[src/ecr_regs_map.vh]
// Register map constants for the echo canceller control register bank
`ifndef ECR_REGS_MAP_VH
`define ECR_REGS_MAP_VH

// ****************************************************************
// Offsets
// ****************************************************************
`define ECR_ADDR_MAIN_CTRL    8'h00
`define ECR_ADDR_LINE_CTRL    8'h01
`define ECR_ADDR_LINE_STATUS  8'h02
`define ECR_ADDR_ACOU_CTRL    8'h21
`define ECR_ADDR_ACOU_STATUS  8'h22

// ****************************************************************
// Reset values
// ****************************************************************
`define ECR_RST_MAIN_CTRL     8'h00
`define ECR_RST_LINE_CTRL     8'h00
`define ECR_RST_ACOU_CTRL     8'h00

// ****************************************************************
// Main control fields
// ****************************************************************
`define ECR_MC_SOFT_RESET     0
`define ECR_MC_HOWL_OFF       1
`define ECR_MC_AGC_OFF        2
`define ECR_MC_TONE_OFF       3
`define ECR_MC_BYPASS         4
`define ECR_MC_MUTE_SEND      5
`define ECR_MC_MUTE_RECV      6
`define ECR_MC_LIMIT          7

// ****************************************************************
// Canceller control fields (line and acoustic share layout)
// ****************************************************************
`define ECR_CC_EST_OFF        0
`define ECR_CC_LEARN_OFF      1
`define ECR_CC_COEF_CLEAR     2
`define ECR_CC_OFFSET_OFF     3
`define ECR_CC_NOISE_OFF      4
`define ECR_CC_SUPP_OFF       5
`define ECR_CC_SPEED_OFF      6
`define ECR_CC_TOP            7

// ****************************************************************
// Status fields
// ****************************************************************
`define ECR_ST_TONE_PATH      0
`define ECR_ST_TONE_ANY       1
`define ECR_ST_DOUBLE_TALK    2
`define ECR_ST_SUPP_ACTIVE    3
`define ECR_ST_HOWL           5
`define ECR_ST_RECV_IDLE      6

// ****************************************************************
// Timing
// ****************************************************************
`define ECR_INIT_CYCLES       4'h8
`define ECR_SCALE_SHIFT       2

`endif

[src/ecr_regs.v]
// Control and status register bank of the dual echo canceller
`timescale 1ns/100ps
`default_nettype none
`include "ecr_regs_map.vh"

module ecr_regs #(
  parameter INIT_CYCLES = `ECR_INIT_CYCLES
) (
  input  wire        clock,
  input  wire        sys_rst,
  input  wire [7:0]  reg_addr,
  input  wire [7:0]  reg_wdata,
  input  wire        reg_wr,
  input  wire        reg_rd,
  output reg  [7:0]  reg_rdata,
  input  wire        send_linear,
  input  wire        recv_linear,
  input  wire        det_tone_send,
  input  wire        det_tone_recv,
  input  wire        det_dt_send,
  input  wire        det_dt_recv,
  input  wire        det_supp_send,
  input  wire        det_supp_recv,
  input  wire        det_howl,
  input  wire        det_recv_idle,
  output reg         init_busy,
  output reg         howl_detect_off,
  output reg         auto_gain_off,
  output reg         tone_detect_off,
  output reg         path_bypass,
  output reg         mute_send,
  output reg         mute_recv,
  output reg         scale_active,
  output reg  [1:0]  estimate_subtract_off,
  output reg  [1:0]  learning_off,
  output reg  [1:0]  coef_clear,
  output reg  [1:0]  offset_null_off,
  output reg  [1:0]  comfort_noise_off,
  output reg  [1:0]  suppressor_off,
  output reg  [1:0]  speed_ctrl_off,
  output reg         weighting_off
);

  // ****************************************************************
  // Storage
  // ****************************************************************
  reg  [7:0] main_ctrl_r;
  reg  [7:0] line_canceller_ctrl_r;
  reg  [7:0] acoustic_canceller_ctrl_r;
  reg  [3:0] init_cnt_r;
  reg  [3:0] init_cnt_nxt;
  reg  [7:0] line_status_nxt;
  reg  [7:0] acoustic_status_nxt;
  reg  [7:0] rdata_nxt;
  reg  [2:0] lin_s_r;
  reg  [2:0] lin_r_r;
  reg        lin_s_q;
  reg        lin_r_q;

  wire       init_start = reg_wr && (reg_addr == `ECR_ADDR_MAIN_CTRL) &&
                          reg_wdata[`ECR_MC_SOFT_RESET];
  wire       init_run   = (init_cnt_r != 4'h0);

  // ****************************************************************
  // Format straps from the serial ports, three-stage sampled
  // ****************************************************************
  always @(posedge clock) begin
    if (sys_rst) begin
      lin_s_r <= 3'h0;
      lin_r_r <= 3'h0;
      lin_s_q <= 1'b0;
      lin_r_q <= 1'b0;
    end else begin
      lin_s_r <= {lin_s_r[1:0], send_linear};
      lin_r_r <= {lin_r_r[1:0], recv_linear};
      if (lin_s_r[2] == lin_s_r[1]) begin
        lin_s_q <= lin_s_r[2];
      end
      if (lin_r_r[2] == lin_r_r[1]) begin
        lin_r_q <= lin_r_r[2];
      end
    end
  end

  // ****************************************************************
  // Soft reset sequencing
  // ****************************************************************
  always @* begin
    init_cnt_nxt = init_cnt_r;
    if (init_start) begin
      init_cnt_nxt = INIT_CYCLES[3:0];
    end else if (init_run) begin
      init_cnt_nxt = init_cnt_r - 4'h1;
    end
  end

  // ****************************************************************
  // Control registers
  // ****************************************************************
  // Writes during initialization are dropped, except a soft reset write, which restarts the sequence.
  always @(posedge clock) begin
    if (sys_rst) begin
      main_ctrl_r               <= `ECR_RST_MAIN_CTRL;
      line_canceller_ctrl_r     <= `ECR_RST_LINE_CTRL;
      acoustic_canceller_ctrl_r <= `ECR_RST_ACOU_CTRL;
      init_cnt_r                <= 4'h0;
    end else begin
      init_cnt_r <= init_cnt_nxt;
      if (init_start) begin
        main_ctrl_r               <= `ECR_RST_MAIN_CTRL | 8'h01;
        line_canceller_ctrl_r     <= `ECR_RST_LINE_CTRL;
        acoustic_canceller_ctrl_r <= `ECR_RST_ACOU_CTRL;
      end else if (init_run) begin
        if (init_cnt_r == 4'h1) begin
          main_ctrl_r[`ECR_MC_SOFT_RESET] <= 1'b0;
        end
      end else if (reg_wr) begin
        case (reg_addr)
          `ECR_ADDR_MAIN_CTRL: begin
            main_ctrl_r <= reg_wdata;
          end
          `ECR_ADDR_LINE_CTRL: begin
            line_canceller_ctrl_r <= reg_wdata;
          end
          `ECR_ADDR_ACOU_CTRL: begin
            acoustic_canceller_ctrl_r <= reg_wdata;
          end
          default: begin
            // Status and unmapped writes are ignored
            main_ctrl_r <= main_ctrl_r;
          end
        endcase
      end
    end
  end

  // ****************************************************************
  // Status composition and read mux
  // ****************************************************************
  always @* begin
    line_status_nxt     = 8'h00;
    acoustic_status_nxt = 8'h00;
    line_status_nxt[`ECR_ST_TONE_PATH]      = det_tone_recv & ~tone_detect_off;
    line_status_nxt[`ECR_ST_TONE_ANY]       = (det_tone_recv | det_tone_send) & ~tone_detect_off;
    line_status_nxt[`ECR_ST_DOUBLE_TALK]    = det_dt_recv;
    line_status_nxt[`ECR_ST_SUPP_ACTIVE]    = det_supp_recv;
    acoustic_status_nxt[`ECR_ST_TONE_PATH]  = det_tone_send & ~tone_detect_off;
    acoustic_status_nxt[`ECR_ST_TONE_ANY]   = (det_tone_send | det_tone_recv) & ~tone_detect_off;
    acoustic_status_nxt[`ECR_ST_DOUBLE_TALK] = det_dt_send;
    acoustic_status_nxt[`ECR_ST_SUPP_ACTIVE] = det_supp_send;
    acoustic_status_nxt[`ECR_ST_HOWL]       = det_howl & ~howl_detect_off;
    acoustic_status_nxt[`ECR_ST_RECV_IDLE]  = det_recv_idle;
    rdata_nxt = 8'h00;
    if (reg_rd) begin
      case (reg_addr)
        `ECR_ADDR_MAIN_CTRL: begin
          rdata_nxt = main_ctrl_r;
        end
        `ECR_ADDR_LINE_CTRL: begin
          rdata_nxt = line_canceller_ctrl_r;
        end
        `ECR_ADDR_LINE_STATUS: begin
          rdata_nxt = line_status_nxt;
        end
        `ECR_ADDR_ACOU_CTRL: begin
          rdata_nxt = acoustic_canceller_ctrl_r;
        end
        `ECR_ADDR_ACOU_STATUS: begin
          rdata_nxt = acoustic_status_nxt;
        end
        default: begin
          rdata_nxt = 8'h00;
        end
      endcase
    end
  end

  // ****************************************************************
  // Registered read data and outputs to the processing core
  // ****************************************************************
  // One cycle of lag behind the register; the sample rate is far slower.
  always @(posedge clock) begin
    if (sys_rst) begin
      reg_rdata             <= 8'h00;
      init_busy             <= 1'b0;
      howl_detect_off       <= 1'b0;
      auto_gain_off         <= 1'b0;
      tone_detect_off       <= 1'b0;
      path_bypass           <= 1'b0;
      mute_send             <= 1'b0;
      mute_recv             <= 1'b0;
      scale_active          <= 1'b0;
      estimate_subtract_off <= 2'h0;
      learning_off          <= 2'h0;
      coef_clear            <= 2'h0;
      offset_null_off       <= 2'h0;
      comfort_noise_off     <= 2'h0;
      suppressor_off        <= 2'h0;
      speed_ctrl_off        <= 2'h0;
      weighting_off         <= 1'b0;
    end else begin
      reg_rdata       <= rdata_nxt;
      init_busy       <= init_run | init_start;
      howl_detect_off <= main_ctrl_r[`ECR_MC_HOWL_OFF];
      auto_gain_off   <= main_ctrl_r[`ECR_MC_AGC_OFF];
      tone_detect_off <= main_ctrl_r[`ECR_MC_TONE_OFF];
      path_bypass     <= main_ctrl_r[`ECR_MC_BYPASS];
      mute_send       <= main_ctrl_r[`ECR_MC_MUTE_SEND];
      mute_recv       <= main_ctrl_r[`ECR_MC_MUTE_RECV];
      scale_active    <= line_canceller_ctrl_r[`ECR_CC_TOP] & main_ctrl_r[`ECR_MC_LIMIT] &
                         lin_s_q & lin_r_q;
      // Bit 0 is the line canceller, bit 1 the acoustic canceller
      estimate_subtract_off <= {acoustic_canceller_ctrl_r[`ECR_CC_EST_OFF],
                                line_canceller_ctrl_r[`ECR_CC_EST_OFF]};
      learning_off          <= {acoustic_canceller_ctrl_r[`ECR_CC_LEARN_OFF],
                                line_canceller_ctrl_r[`ECR_CC_LEARN_OFF]};
      coef_clear            <= {acoustic_canceller_ctrl_r[`ECR_CC_COEF_CLEAR],
                                line_canceller_ctrl_r[`ECR_CC_COEF_CLEAR]};
      offset_null_off       <= {acoustic_canceller_ctrl_r[`ECR_CC_OFFSET_OFF],
                                line_canceller_ctrl_r[`ECR_CC_OFFSET_OFF]};
      comfort_noise_off     <= {acoustic_canceller_ctrl_r[`ECR_CC_NOISE_OFF],
                                line_canceller_ctrl_r[`ECR_CC_NOISE_OFF]};
      suppressor_off        <= {acoustic_canceller_ctrl_r[`ECR_CC_SUPP_OFF],
                                line_canceller_ctrl_r[`ECR_CC_SUPP_OFF]};
      speed_ctrl_off        <= {acoustic_canceller_ctrl_r[`ECR_CC_SPEED_OFF],
                                line_canceller_ctrl_r[`ECR_CC_SPEED_OFF]};
      weighting_off         <= acoustic_canceller_ctrl_r[`ECR_CC_TOP];
    end
  end

endmodule
`default_nettype wire

[config.mk]
export PLATFORM = sky130hd
export DESIGN_NAME = ecr_regs
export DESIGN_NICKNAME = d
export VERILOG_FILES = /design/src/ecr_regs.v
export VERILOG_INCLUDE_DIRS = /design/src /design/src/src
export SDC_FILE = /design/constraint.sdc
export NUM_CORES = 1
export LEC_CHECK = 0
export BUFFER_PORTS_ARGS = -buffer_cell sky130_fd_sc_hd__buf_2
export CAP_MARGIN = 30
export CORE_MARGIN = 4
export CORE_UTILIZATION = 47
export DETAILED_ROUTE_END_ITERATION = 10
export GPL_TIMING_DRIVEN = 0
export PLACE_DENSITY = 0.75
export RECOVER_POWER = 25
export SKIP_CTS_REPAIR_TIMING = 1
export SYNTH_ARGS = -nofsm -noshare
export SYNTH_HDL_FRONTEND = slang
export SYNTH_SLANG_ARGS = --single-unit
[constraint.sdc]
create_clock -name clock -period 1.86 [get_ports clock]
set_clock_uncertainty 0.2 [all_clocks]
set_input_delay 0.093 -clock clock [delete_from_list [all_inputs] [get_ports clock]]
set_output_delay 0.093 -clock clock [all_outputs]
set_load 0.005 [all_outputs]
After elaboration in Yosys (flattened, before gate mapping). Index checks and enable logic that the tools add are counted.

Bits in registers: 67. Output and inout bits: 31.

$add $sub $neg: 1. Eq/ne operators: 8. Mux-type cells: 8. Bitwise gates (word level): 13. Reduce and logical (&&, ||, !) cells: 13.

Operators by type and width (number): $pmux 8 s5 (1); $eq 8x6->1 const B (2); $mux 8 (2); $reduce_and 3->1 (4); $eq 8x1->1 const B (1); $eq 8x2->1 const B (1); $logic_not 8->1 (1); $mux 4 (2); $and 1x1->1 (7); $reduce_bool 3->1 (2); $eq 4x1->1 const B (1); $not 1->1 (4); $reduce_bool 4->1 (1); $reduce_or 2->1 (2); $sub 4x1->4 const B (1); $mux 1 (3); $ne 3x2->1 const B (1); $eq 1x1->1 (2); $logic_and 1x1->1 (2); $or 1x1->1 (2); $reduce_bool 2->1 (1).

Longest topological paths before layout.
Word-level depth: 5. Depth in mapped cells: 7. Mapped depth without buffers: 6.

Worst setup path before layout. No wires, ideal clock.

Kind: register -> register. Start point: register init_cnt_r[0]. End point: register line_canceller_ctrl_r[0]. Setup time: 0.117 ns. Data arrival time: 1.642 ns. Required time: 1.543 ns. Setup slack: -0.099 ns. Stages on the path, launching flop included: 7. Clock period less this slack: 1.959 ns. Cells stage by stage: dfxtp_1 inv_1 ha_1 nor3b_2 nand4_1 mux2i_1 nor2_1.

Cells in the longest elaborated chain, start to end: 3.

Ends and longest elaborated chain: start: declaration (RTL line ecr_regs.v:50) `reg [3:0] init_cnt_r;`; start signal: assignment (RTL line ecr_regs.v:108) `init_cnt_r <= init_cnt_nxt;`; $reduce_bool 4->1 (RTL line ecr_regs.v:62) `wire init_run = (init_cnt_r != 4'h0);`; $not 1->1 (no source line); $reduce_and 3->1 (no source line); end signal: assignment (RTL line ecr_regs.v:104) `` line_canceller_ctrl_r <= `ECR_RST_LINE_CTRL; ``; end signal: assignment (RTL line ecr_regs.v:111) `` line_canceller_ctrl_r <= `ECR_RST_LINE_CTRL; ``; end signal: assignment (RTL line ecr_regs.v:123) `line_canceller_ctrl_r <= reg_wdata;`; end: declaration (RTL line ecr_regs.v:48) `reg [7:0] line_canceller_ctrl_r;`.

No other way between the ends. A chain may end at the register's enable or synchronous reset.

Worst setup path in the final report.
Start point: register init_cnt_r[1]. End point: register acoustic_canceller_ctrl_r[5].

Cells in the longest elaborated chain, start to end: 3.

Ends and longest elaborated chain: $reduce_bool 4->1 (RTL line ecr_regs.v:62); $not 1->1 (no source line); $reduce_and 3->1 (no source line); end signal: assignment (RTL line ecr_regs.v:105) `` acoustic_canceller_ctrl_r <= `ECR_RST_ACOU_CTRL; ``; end signal: assignment (RTL line ecr_regs.v:112) `` acoustic_canceller_ctrl_r <= `ECR_RST_ACOU_CTRL; ``; end signal: assignment (RTL line ecr_regs.v:126) `acoustic_canceller_ctrl_r <= reg_wdata;`; end: declaration (RTL line ecr_regs.v:49) `reg [7:0] acoustic_canceller_ctrl_r;`.

No other way between the ends.

==> results.txt <==
The run finished, with violations left. The checks that failed: negative hold slack. TritonCTS built the clock tree.

Data on the critical path arrives at its endpoint at 1.80 ns. After clock tree synthesis, the clock-pin slew on the worst setup and hold paths is 0.07 ns. The library cells used most frequently in the layout, excluding fill and tap cells, are 66 x dfxtp_1, 57 x buf_2, 35 x nor2_1. The critical path required time came out at 1.89 ns.

The part of the cycle the worst path needs is 95.32%. The detailed router finished its first iteration with 102 violations. The share of the Yosys chip area taken by registers is 54.50%. The cell depth of the worst min-delay path is 3. STA classifies the critical path startpoint as a flip-flop. In the synthesized netlist the dominant register cell turns out to be dfxtp_1. The share of total power in sequential cells is 48.6%.

The cell type contributing the most total cell area after synthesis is dfxtp_1. The maximum ir drop on the vdd rail is 0.0004959 V. The capturing element type of the critical path is a flip-flop. The average footprint of a synthesized cell came out at 10.25 um^2. The worst hold path class is in2reg.

The clock tree buffer depth came out at 2. The fraction of the mapped netlist area in compound gates is 6.965%. The post-synthesis share of cell area spent on xor and xnor gates came out at 0.3559%. The switching power of the nets is 0.0007828 W.

The total number of vias is 2032. The fraction of synthesized area in multiplexers came out at 13.83%. The destination of the worst hold path is reg_rdata[2]. The clock buffer count from CTS came out at 9. The post-synthesis instance area came out at 2461 um^2.

The sum of negative setup slack is 0 ns. The switching share of power came out at 24.96%. The top fanout value on the critical path came out at 8.

The proportion of power drawn by the clock network is 36.2%. Walking the worst path, the cells encountered are inv_2, ha_4, nor3b_4, nand4b_1, buf_2, mux2i_1, nor2_1. The number of pins exceeding their max-slew limit in the final report came to 0. The worst reg2reg path depth is 7. Static timing analysis puts the maximum clock frequency at 564.0 MHz. The first global-routing pass estimated 8728 um of wire. The full die area is 6459 um^2. The worst setup path is of the reg2reg kind. The die outline width is 80.37 um. The number of global-route vias before repair is 1884. The first-pass iteration count of the detailed router came out at 4. Counting both buffers and inverters, the worst setup path holds a total of 2.

The number of standard cells in the layout, taps in and fillers out is 409. The starting utilization of the core area came out at 48.19%. The pin count of the biggest net entering global routing is 12.

The Yosys step of the flow raised 0 warnings. Setup repair after global routing left no endpoint under its margin. Counting flops and latches in the post-synthesis netlist gives 67. For this run, asynchronously set or reset flops after synthesis account for 0%.

Global routing used 18.27% of the available tracks across all layers. The routed wire length per instance is 13.94 um. The gate count after technology mapping came out at 240. The final hold slack is -0.06212 ns. Once routing completed, OpenROAD measured the worst setup slack at 0.08706 ns. By area, the combinational part of the netlist is dominated by simple AND/OR/NAND/NOR gates. The number of synthesized flops with an enable pin is 0. The worst register-to-register path has a setup slack of 0.09 ns.

The post-route DRC violation count came out at 0. The total half-perimeter wirelength after legalization and detailed placement is 4000 um. The worst register-to-register path ends at acoustic_canceller_ctrl_r[5]. Grouping stages by cell kind, the critical path spends the most delay in simple AND/OR/NAND/NOR gates.

The slowest stage cell on the critical path is dfxtp_2. The relative max-transition margin came out at 63.51%. At the later pin of the worst-skew pair, clock insertion delay measures 0.34 ns. The number of top-level design ports came out at 61. The number of failing setup endpoints in the final timing report is 0. The total grt overflow is 0.

The worst path needs 1.773 ns of the cycle, external delays included. The post-synthesis to final-layout area growth is 32.89%. The total wire length after detailed routing came out at 5703 um. The count of buffers inserted at the top-level ports came out at 60. In this design, the stage delay of the slowest critical-path cell is 0.34 ns. The distinct cell type count of the synthesized netlist came out at 33. The synthesized netlist net count came out at 272. The transition time at the pin with the least slew margin came out at 0.5473 ns. The leakage component of the power came out at 1.523 nW. The worst slack after detailed placement came out at -0.4008 ns. The clock tree synthesis step divided the H-tree into 3 levels. The post-detailed-route count of antenna-violating nets came out at 0. By area the synthesized netlist is led by dfxtp_1 54%, mux2i_1 14%, nor2b_1 7.4%, nor2_1 5.3%, a21oi_1 1.8%.

The most common cell after layout, fill and taps aside is dfxtp_1. The count of max-cap constraint violations is 0. The relative contribution of combinational cells to total power is 15.2%. The number of antenna violations at the first check in global routing is 0. The count of clock tree sinks is 67.

The power density of the placed cells came out at 958.8 nW/um^2. The worst register-to-register path begins at init_cnt_r[1]. The top-area cell type share of the netlist area is 54.50%. 0 antenna diodes ended up in the layout.

The number of rows in the core area came out at 26. The die extent in y came out at 80.37 um. The routability-driven placement congestion ratio is 0.8058. The share of layout cells above drive strength 1 came out at 24.19%. Clock tree synthesis selected as its root buffer the cell clkbuf_8. The adder and majority cell fraction of the synthesized area came out at 1.017%. The vias per cell came out at 4.968. The final hold violation count is 5.

The core outline area is 5107 um^2. The number of instances in the placed design is 370. The startpoint identified for the worst hold timing path is det_dt_recv. The number of nets in the layout is 366. The share of synthesized cell area in and, or, nand and nor gates came out at 20.64%. The internal power came out at 0.002353 W.
stage by stage:
step	utilization (%)	instance area [um^2]	hold WS (ns)	total power (W)
6_report	64.04	3271	-0.06212	0.003136
5_1_grt	64.04	3271	-0.002164	0.003262
4_1_cts	59.80	3054	-0.2559	0.003083
3_5_place_dp	56.17	2869	0.1063	0.001949
3_3_place_gp	56.17	2869	0.1020	0.001925
2_1_floorplan	-	2481	-0.03539	0.001826
metal layers:
metal	vias up	track usage (%)	wire, um
met3	11	7.175	420
met1	928	21.32	2477
met5	-	0	0
li1	1015	-	-
met2	78	29.97	2716
met4	0	7.095	88
cell families after synthesis:
group,Yosys count
mux,34
flops,67
fa+ha+maj,2
simple gates,94
compound gates,26
xor+xnor,1
buf+inv,16
power groups by stage:
stage | clock network [W] | logic [W] | registers, W
floorplan | 0 | 0.000273 | 0.00155
global placement | 0 | 0.000370 | 0.00156
detailed placement | 0 | 0.000391 | 0.00156
CTS | 0.00116 | 0.000393 | 0.00153
global route | 0.00122 | 0.000513 | 0.00153
finish | 0.00113 | 0.000476 | 0.00153
layout make-up:
cell class / count / area (um^2)
fillers: 424 / 1837
flip-flops and latches: 67 / 1343
multi-input cells: 157 / 1072
repair buffers: 84 / 520.5
clock buffers: 11 / 131.4
well taps: 70 / 87.58
clock inverters: 5 / 53.80
plain buffers: 12 / 51.30
inverters: 3 / 11.26
synth_stat cells, drive strengths merged (2+ instances only):
library cell,number
dfxtp,67
nor2,35
mux2i,34
nor2b,29
a21oi,9
clkbuf,8
nor3,7
buf,5
a211oi,4
o21ai,4
inv,3
nand2b,3
nand3,3
nand4b,3
a22oi,2
a31oi,2
ha,2
nand2,2
nand3b,2
nand4,2
nor3b,2
nor4,2
worst min-delay path, delay by kind of cell:
family                 cells  cell delay [ns]
AOI/OAI and AO/OA          2             0.25
buffers and inverters      1             0.09
registers in the layout, summed over array words and instances, names as in the netlist, 2 cells and up:
name                       cells
acoustic_canceller_ctrl_r      8
coef_clear                     2
comfort_noise_off              2
estimate_subtract_off          2
init_cnt_r                     4
learning_off                   2
lin_r_r                        3
lin_s_r                        3
line_canceller_ctrl_r          8
main_ctrl_r                    8
offset_null_off                2
reg_rdata                      8
speed_ctrl_off                 2
suppressor_off                 2
how the worst max path moves through the flow:
| stage | startpoint | to | slack (ns) | cells past startpoint |
|---|---|---|---|---|
| after global routing | init_cnt_r[0] | acoustic_canceller_ctrl_r[2] | 0.01 | 7 |
| after CTS | init_cnt_r[1] | line_canceller_ctrl_r[4] | -0.41 | 6 |
| final | init_cnt_r[1] | acoustic_canceller_ctrl_r[5] | 0.09 | 7 |
| after global placement | init_cnt_r[0] | line_canceller_ctrl_r[0] | -0.33 | 6 |
| after detailed placement | init_cnt_r[0] | line_canceller_ctrl_r[4] | -0.40 | 6 |
| after floorplan | init_cnt_r[0] | line_canceller_ctrl_r[0] | 0.02 | 6 |
(Power assumes the default switching activity.)
